`src/core/aods_pkg.sv`:
```
// Constants and types for the converter output steering block
// Operation
// - Dual mode alternates results between ports
// - In dual mode each port updates at half strobe rate
// - Internal divide-by-two drives port alternation
// - Sync fall or high pulse realigns divider
// - Conflicting sync drops one sample: port A takes two words in a row
// - Matching sync leaves output data untouched
// - Dual mode latency is six strobe cycles
// - Single mode: every result on port A
// - One sample on every rising strobe edge
// - Single mode latency is five strobe cycles
// - Single mode holds port B static
package aods_pkg;
	localparam int           AODS_WIDTH      = 8;
	localparam int           AODS_LAT_SINGLE = 4;
	localparam int           AODS_LAT_DUAL   = 5;
	localparam logic [7:0]   AODS_RST_DATA   = 8'h00;
	localparam logic         AODS_RST_PHASE  = 1'b0;
	localparam logic [2:0]   AODS_RST_SYNC   = 3'h0;
	localparam logic [1:0]   AODS_RST_MODE   = 2'h0;

	typedef logic [AODS_WIDTH-1:0] aods_word_t;

	typedef struct packed
	{
		aods_word_t port_a;
		aods_word_t port_b;
	} aods_ports_s;
endpackage

```
`src/core/aods_adc_output_port_split_select_n_sync.sv`:
```
// Output steering and phase sync for an 8-bit sampling converter
`timescale 1ns/100ps
module aods_adc_output_port_split_select_n_sync
	import aods_pkg::*;
(
	input  wire logic                 clk,
	input  wire logic                 resetn,
	input  wire aods_pkg::aods_word_t sample_in,
	input  wire logic                 port_split_select_n,
	input  wire logic                 sample_phase_sync,
	output aods_pkg::aods_ports_s     ports_out,
	output logic                      phase_r
);
	import aods_pkg::*;

	////////////////////////////////////////////////////////////////////////
	// Helper functions

	// True when the divider phase hands the next dual word to port A
	function automatic logic phase_selects_a
	(
		input logic phase
	);
		return (phase == AODS_RST_PHASE);
	endfunction

	// True when port B takes a new word on this strobe
	function automatic logic port_b_due
	(
		input logic single,
		input logic phase
	);
		return (~single & ~phase_selects_a(phase));
	endfunction

	////////////////////////////////////////////////////////////////////////
	// Declarations

	// Pin synchroniser stages
	logic [2:0]  sync_sh_r;
	logic [1:0]  mode_sh_r;

	// Decoded pin events
	logic        sync_fall;
	logic        single_mode;

	// Divider
	logic        phase_nxt;

	// Sample pipeline, one word per strobe
	aods_word_t  pipe_r [AODS_LAT_DUAL];

	// Port registers
	aods_word_t  port_a_r;
	aods_word_t  port_a_nxt;
	aods_word_t  port_b_r;
	aods_word_t  port_b_nxt;

	////////////////////////////////////////////////////////////////////////
	// Sync pin: two synchroniser stages, then one more for the edge

	always_ff @(posedge clk or negedge resetn)
	begin
		if (!resetn)
		begin
			sync_sh_r <= AODS_RST_SYNC;
		end
		else
		begin
			sync_sh_r <= {sync_sh_r[1:0], sample_phase_sync};
		end
	end

	////////////////////////////////////////////////////////////////////////
	// Mode pin: two synchroniser stages

	always_ff @(posedge clk or negedge resetn)
	begin
		if (!resetn)
		begin
			mode_sh_r <= AODS_RST_MODE;
		end
		else
		begin
			mode_sh_r <= {mode_sh_r[0], port_split_select_n};
		end
	end

	////////////////////////////////////////////////////////////////////////
	// Decoded pin events

	// High selects single port mode
	assign single_mode = mode_sh_r[1];

	// End of a positive pulse is a falling edge too
	assign sync_fall   = sync_sh_r[2] & ~sync_sh_r[1];

	////////////////////////////////////////////////////////////////////////
	// Sample pipeline

	always_ff @(posedge clk or negedge resetn)
	begin
		if (!resetn)
		begin
			for (int i = 0; i < AODS_LAT_DUAL; i++)
			begin
				pipe_r[i] <= AODS_RST_DATA;
			end
		end
		else
		begin
			pipe_r[0] <= sample_in;
			for (int i = 1; i < AODS_LAT_DUAL; i++)
			begin
				pipe_r[i] <= pipe_r[i-1];
			end
		end
	end

	////////////////////////////////////////////////////////////////////////
	// Port divider; phase 0 means next dual word goes to port A

	always_comb
	begin
		phase_nxt = ~phase_r;
		if (sync_fall)
		begin
			// Matching phase is left as it was, a conflict drops one word
			phase_nxt = AODS_RST_PHASE;
		end
	end

	always_ff @(posedge clk or negedge resetn)
	begin
		if (!resetn)
		begin
			phase_r <= AODS_RST_PHASE;
		end
		else
		begin
			phase_r <= phase_nxt;
		end
	end

	////////////////////////////////////////////////////////////////////////
	// Port A

	always_comb
	begin
		port_a_nxt = port_a_r;
		if (single_mode)
		begin
			port_a_nxt = pipe_r[AODS_LAT_SINGLE-1];
		end
		else if (phase_selects_a(phase_r))
		begin
			port_a_nxt = pipe_r[AODS_LAT_DUAL-1];
		end
	end

	always_ff @(posedge clk or negedge resetn)
	begin
		if (!resetn)
		begin
			port_a_r <= AODS_RST_DATA;
		end
		else
		begin
			port_a_r <= port_a_nxt;
		end
	end

	////////////////////////////////////////////////////////////////////////
	// Port B

	always_comb
	begin
		// Holds its last word in single port mode
		port_b_nxt = port_b_r;
		if (port_b_due(single_mode, phase_r))
		begin
			port_b_nxt = pipe_r[AODS_LAT_DUAL-1];
		end
	end

	always_ff @(posedge clk or negedge resetn)
	begin
		if (!resetn)
		begin
			port_b_r <= AODS_RST_DATA;
		end
		else
		begin
			port_b_r <= port_b_nxt;
		end
	end

	////////////////////////////////////////////////////////////////////////
	// Output assembly, straight from the port registers

	assign ports_out = '{port_a: port_a_r, port_b: port_b_r};

endmodule

```
`config.mk`:
```
export PLATFORM = sky130hd
export DESIGN_NAME = aods_adc_output_port_split_select_n_sync
export DESIGN_NICKNAME = d
export VERILOG_FILES = /design/src/core/aods_pkg.sv /design/src/core/aods_adc_output_port_split_select_n_sync.sv
export SDC_FILE = /design/constraint.sdc
export NUM_CORES = 1
export LEC_CHECK = 0
export BUFFER_PORTS_ARGS = -buffer_cell sky130_fd_sc_hd__buf_2
export CORE_UTILIZATION = 38
export DETAILED_ROUTE_END_ITERATION = 8
export MAX_ROUTING_LAYER = met4
export PLACE_DENSITY_LB_ADDON = 0.3
export SETUP_SLACK_MARGIN = 0.1
export SLEW_MARGIN = 10
export SYNTH_ARGS = -nofsm -noshare
export SYNTH_HDL_FRONTEND = slang
export SYNTH_SLANG_ARGS = --single-unit
```
`constraint.sdc`:
```
create_clock -name clk -period 1.4 [get_ports clk]
set_input_delay 0.07 -clock clk [delete_from_list [all_inputs] [get_ports clk]]
set_output_delay 0.07 -clock clk [all_outputs]
set_load 0.05 [all_outputs]
```
Word level (Yosys, flattened, before mapping)
Index checks and enable logic that the tools add are counted.
{"block": "word_totals", "latch_bits": 0, "romBits": 0, "input_bits": 12, "regBits": 62, "mem_bits_rw": 0, "output_inout_bits": 17, "elab_cells": 19, "n_memories": 0}
{"block": "classes", "n_reduce_logical": 0, "n_shift": 0, "muxes": 3, "addsub": 0, "n_mul": 0, "n_bitwise": 5, "order_cmp": 0, "n_div": 0, "n_eq_ne": 1}
{"operator": "$mux 8", "count": 2}
{"operator": "$not 1->1", "count": 3}
{"operator": "$and 1x1->1", "count": 2}
{"operator": "$ne 2x1->1 const B", "count": 1}
{"operator": "$mux 1", "count": 1}

Logic depth before layout (Yosys ltp)
{"block": "logic_depth", "ltp_word": 3, "mapped_depth": 4, "depth_no_buf": 2}

Worst setup path before layout
OpenSTA, ideal clock, no wires.
{"block": "synth_path", "path_type": "flip-flop to flip-flop", "startpoint": "register phase_r", "endpoint": "register port_b_r[0]", "t_arrival_ns": 1.338, "slack_ns": -0.063, "stages_incl_launch_ff": 5, "required_time_ns": 1.275, "period_less_slack_ns": 1.463, "n_path_buf": 2, "path_cell_list": "dfrtp_1 > buf_6 > nand2b_1 > buf_6 > mux2_4"}
{"block": "synth_between", "elab_chain_len": 1}
{"item": "start, declared", "line_no": "aods_adc_output_port_split_select_n_sync.sv:12", "text": "output logic phase_r"}
{"item": "start signal, assigned", "line_no": "aods_adc_output_port_split_select_n_sync.sv:141", "text": "phase_r <= phase_nxt;"}
{"item": "$and 1x1->1", "line_no": "aods_adc_output_port_split_select_n_sync.sv:33", "text": "return (~single & ~phase_selects_a(phase));"}
{"item": "end signal, assigned", "line_no": "aods_adc_output_port_split_select_n_sync.sv:194", "text": "port_b_r <= port_b_nxt;"}
{"item": "end, declared", "line_no": "aods_adc_output_port_split_select_n_sync.sv:56", "text": "aods_word_t port_b_r;"}
No other way between the ends.
A chain may end at the register's enable or synchronous reset.

Worst setup path in the final report
{"block": "layout_path", "startpoint": "register phase_r", "endpoint": "output port phase_r"}
No word-level cell between the ends.

==> flow_summary.ini <==
[timing]
final.setup.tns_ps = 0
setup_viol = 0
maxSlewHeadroom_pct = 79.16
finClkSkew_ps = 7.908
hold_viol = 0
fmax_ghz = 0.9049
rsz0062_at_grt = false
finalCritPeriodShare_pct = 78.94
worst_slew_pin_slew_ps = 312.6
fin_crit_ps = 1105
final_max_slew_viol_count = 0

[final_layout]
multi_input_area_um2 = 289.0
diodes = 0
fill_cells = 396
utilization_pct = 50.52
drive_gt1_share_pct = 34.19
layout_commonest_cell = dfrtp_1
seqCellArea_um2 = 1553
final_net_count = 162
areaGrowthSynthToFinish_pct = 27.99
final_cell_area_um2 = 2386
layout_common_cells = dfrtp_1 (61), buf_2 (28), clkbuf_8 (11), dlygate4sd3_1 (11)

[global_routing]
grt_usage_pct = 12.30
grt_max_degree = 63
grt-ovfl-total = 0
grt_pass1_vias = 978
antenna_found_initial = 0
grt_pass1_wl_um = 4340

[run]
maxCapViolCount = 0

[clocking]
cts-resized-gates = 0
cts_tree = yes
cts.htree.levels = 3
cts-root-buf = clkbuf_8
numCtsBuffers = 9
clk_pin_slew_ps = 60
cts_buffer_depth = 2
clock_latency_ps = 320
cts.sinks = 62

[floorplanning]
boundaryPins = 29
die_area_um2 = 5190
initial_core_util_pct = 39.47
die_w_um = 72.04
core_um2 = 4723
die_y_um = 72.04
num_rows = 25

[detailed_routing]
routed_wl_um = 2431
dr_total_vias = 911
post_drt_wl_per_cell_um = 10.95
drcViolationCount = 0
drt.antenna.violating_nets = 0
drt-pass1-iter-count = 4
drt-initial-drc-count = 73
vias_per_cell = 4.104

[critical_path]
path_delay_family = flip-flops
worstPathRequired_ps = 1330
crit_buf_inv = 1
startpoint_type = flop
cp_data_arrival_time_ps = 1040
cpPeakStageDelay_ps = 420
cp_cell_sequence = buf_2
endpoint_kind = output port
cp_max_fo = 5
critPathKind = flop to output port
worst_path_max_delay_cell = dfrtp_2

[logic_synthesis]
yosysSeqAreaShare_pct = 83.22
synthCells = 100
syn_area_um2 = 1864
yosys.area.top_type = dfrtp_1
yosys_warnings = 0
syn_avg_cell_area_um2 = 18.64
synthTopCellsByArea = dfrtp_1 (83%), mux2_4 (6.4%), mux2i_1 (4.3%)
synth_cell_types = 11
synth_top_area_share_pct = 83.22
ys_ff_latch = 62
synth_fp_nets = 112

[pwr]
vdd_drop_max_v = 0.0009461
power.leakage_nw = 1.148
powerDensity_nw_per_um2 = 1659
p_sw_mw = 1.078
combPwrFrac_pct = 15.6
swShare_pct = 27.23
p_int_mw = 2.880
power_frac_seq_pct = 50.7
p_clk_share_pct = 33.7

[worst_hold_path]
worstHoldPathType = primary input to async pin

[outcome]
run_status = completed

[place]
port_buffers = 28
place_area_um2 = 2105
hpwlAfterDp_um = 1526
place_congestion = 0.6648
final timing paths:
path	endpoint	depth (start not counted)	startpoint	slack, ps
max in group asynchronous	phase_r$_DFF_PN0_	3	resetn	840
worst max register to register	port_a_r[4]$_DFFE_PN0P_	3	phase_r$_DFF_PN0_	330
worst min register to register	sync_sh_r[1]$_DFF_PN0_	0	sync_sh_r[0]$_DFF_PN0_	340
worst max-delay path	phase_r	1	phase_r$_DFF_PN0_	290
worst min-delay path	port_a_r[1]$_DFFE_PN0P_	3	resetn	290
min in group clk	sync_sh_r[1]$_DFF_PN0_	0	sync_sh_r[0]$_DFF_PN0_	340
power groups by stage:
stage          logic (mW)  registers, mW  clock network (mW)
2_1_floorplan       0.166           2.32                   0
3_3_place_gp        0.591           2.03                   0
3_5_place_dp        0.602           2.04                   0
4_1_cts             0.626           2.01                1.38
5_1_grt             0.656           2.02                1.47
6_report            0.618           2.01                1.33
flip-flops by register name (all words and copies together), names as in the netlist:
name       count
sync_sh_r      3
phase_r        1
pipe_r        40
mode_sh_r      2
port_a_r       8
port_b_r       8
cell usage after synthesis (all sizes together):
cell type,instances
dfrtp,62
nand2,8
o21ai,8
mux2,8
mux2i,8
buf,3
nand2b,1
a21oi,1
inv,1
per-layer routing:
layer	vias to the layer above	track usage (%)	part of all wire (%)
li1	426	-	-
met1	443	13.09	44
met2	35	17.92	46
met3	7	6.944	7.2
met4	0	7.190	2.6
met5	-	-	0
per-stage QoR:
stage | std cells | hold slack (ps) | setup slack (ps) | power [mW]
floorplan | 100 | -225.6 | 98.92 | 2.481
global placement | 195 | 95.96 | 378.1 | 2.625
detailed placement | 195 | 97.61 | 338.2 | 2.645
CTS | 222 | 289.5 | 274.7 | 4.019
global route | 222 | 345.0 | 249.7 | 4.146
finish | 222 | 289.5 | 294.9 | 3.958
worst register-to-register path, cell delays in order, from the launching register on:
cell     delay [ps]
dfrtp_2         420
buf_4           200
mux2i_1         220
o21ai_0         100
cell families after synthesis:
group                  after synthesis  synth area share, %
AND/OR/NAND/NOR                      9                1.947
multiplexers                        16                10.74
AO/OA/AOI/OAI                        9                2.416
buffers and inverters                4                1.677
flip-flops                          62                83.22
timing repair:
action / 4_1_cts / 5_1_grt
endpoints found under the hold margin: 72 / 0
endpoints found under the setup margin: 0 / 0
setup buffers: 0 / 0
hold buffers: 11 / 0
area by class of cell:
cell class | count | share of cell area [%]
Clock buffer | 15 | 6.974
Clock inverter | 1 | 0.2098
Inverter | 1 | 0.1573
Multi-Input combinational cell | 34 | 12.11
Sequential cell | 62 | 65.08
Tap cell | 67 | 3.513
Timing Repair Buffer | 42 | 11.96
Note: power is estimated with default switching activity, not from simulation.
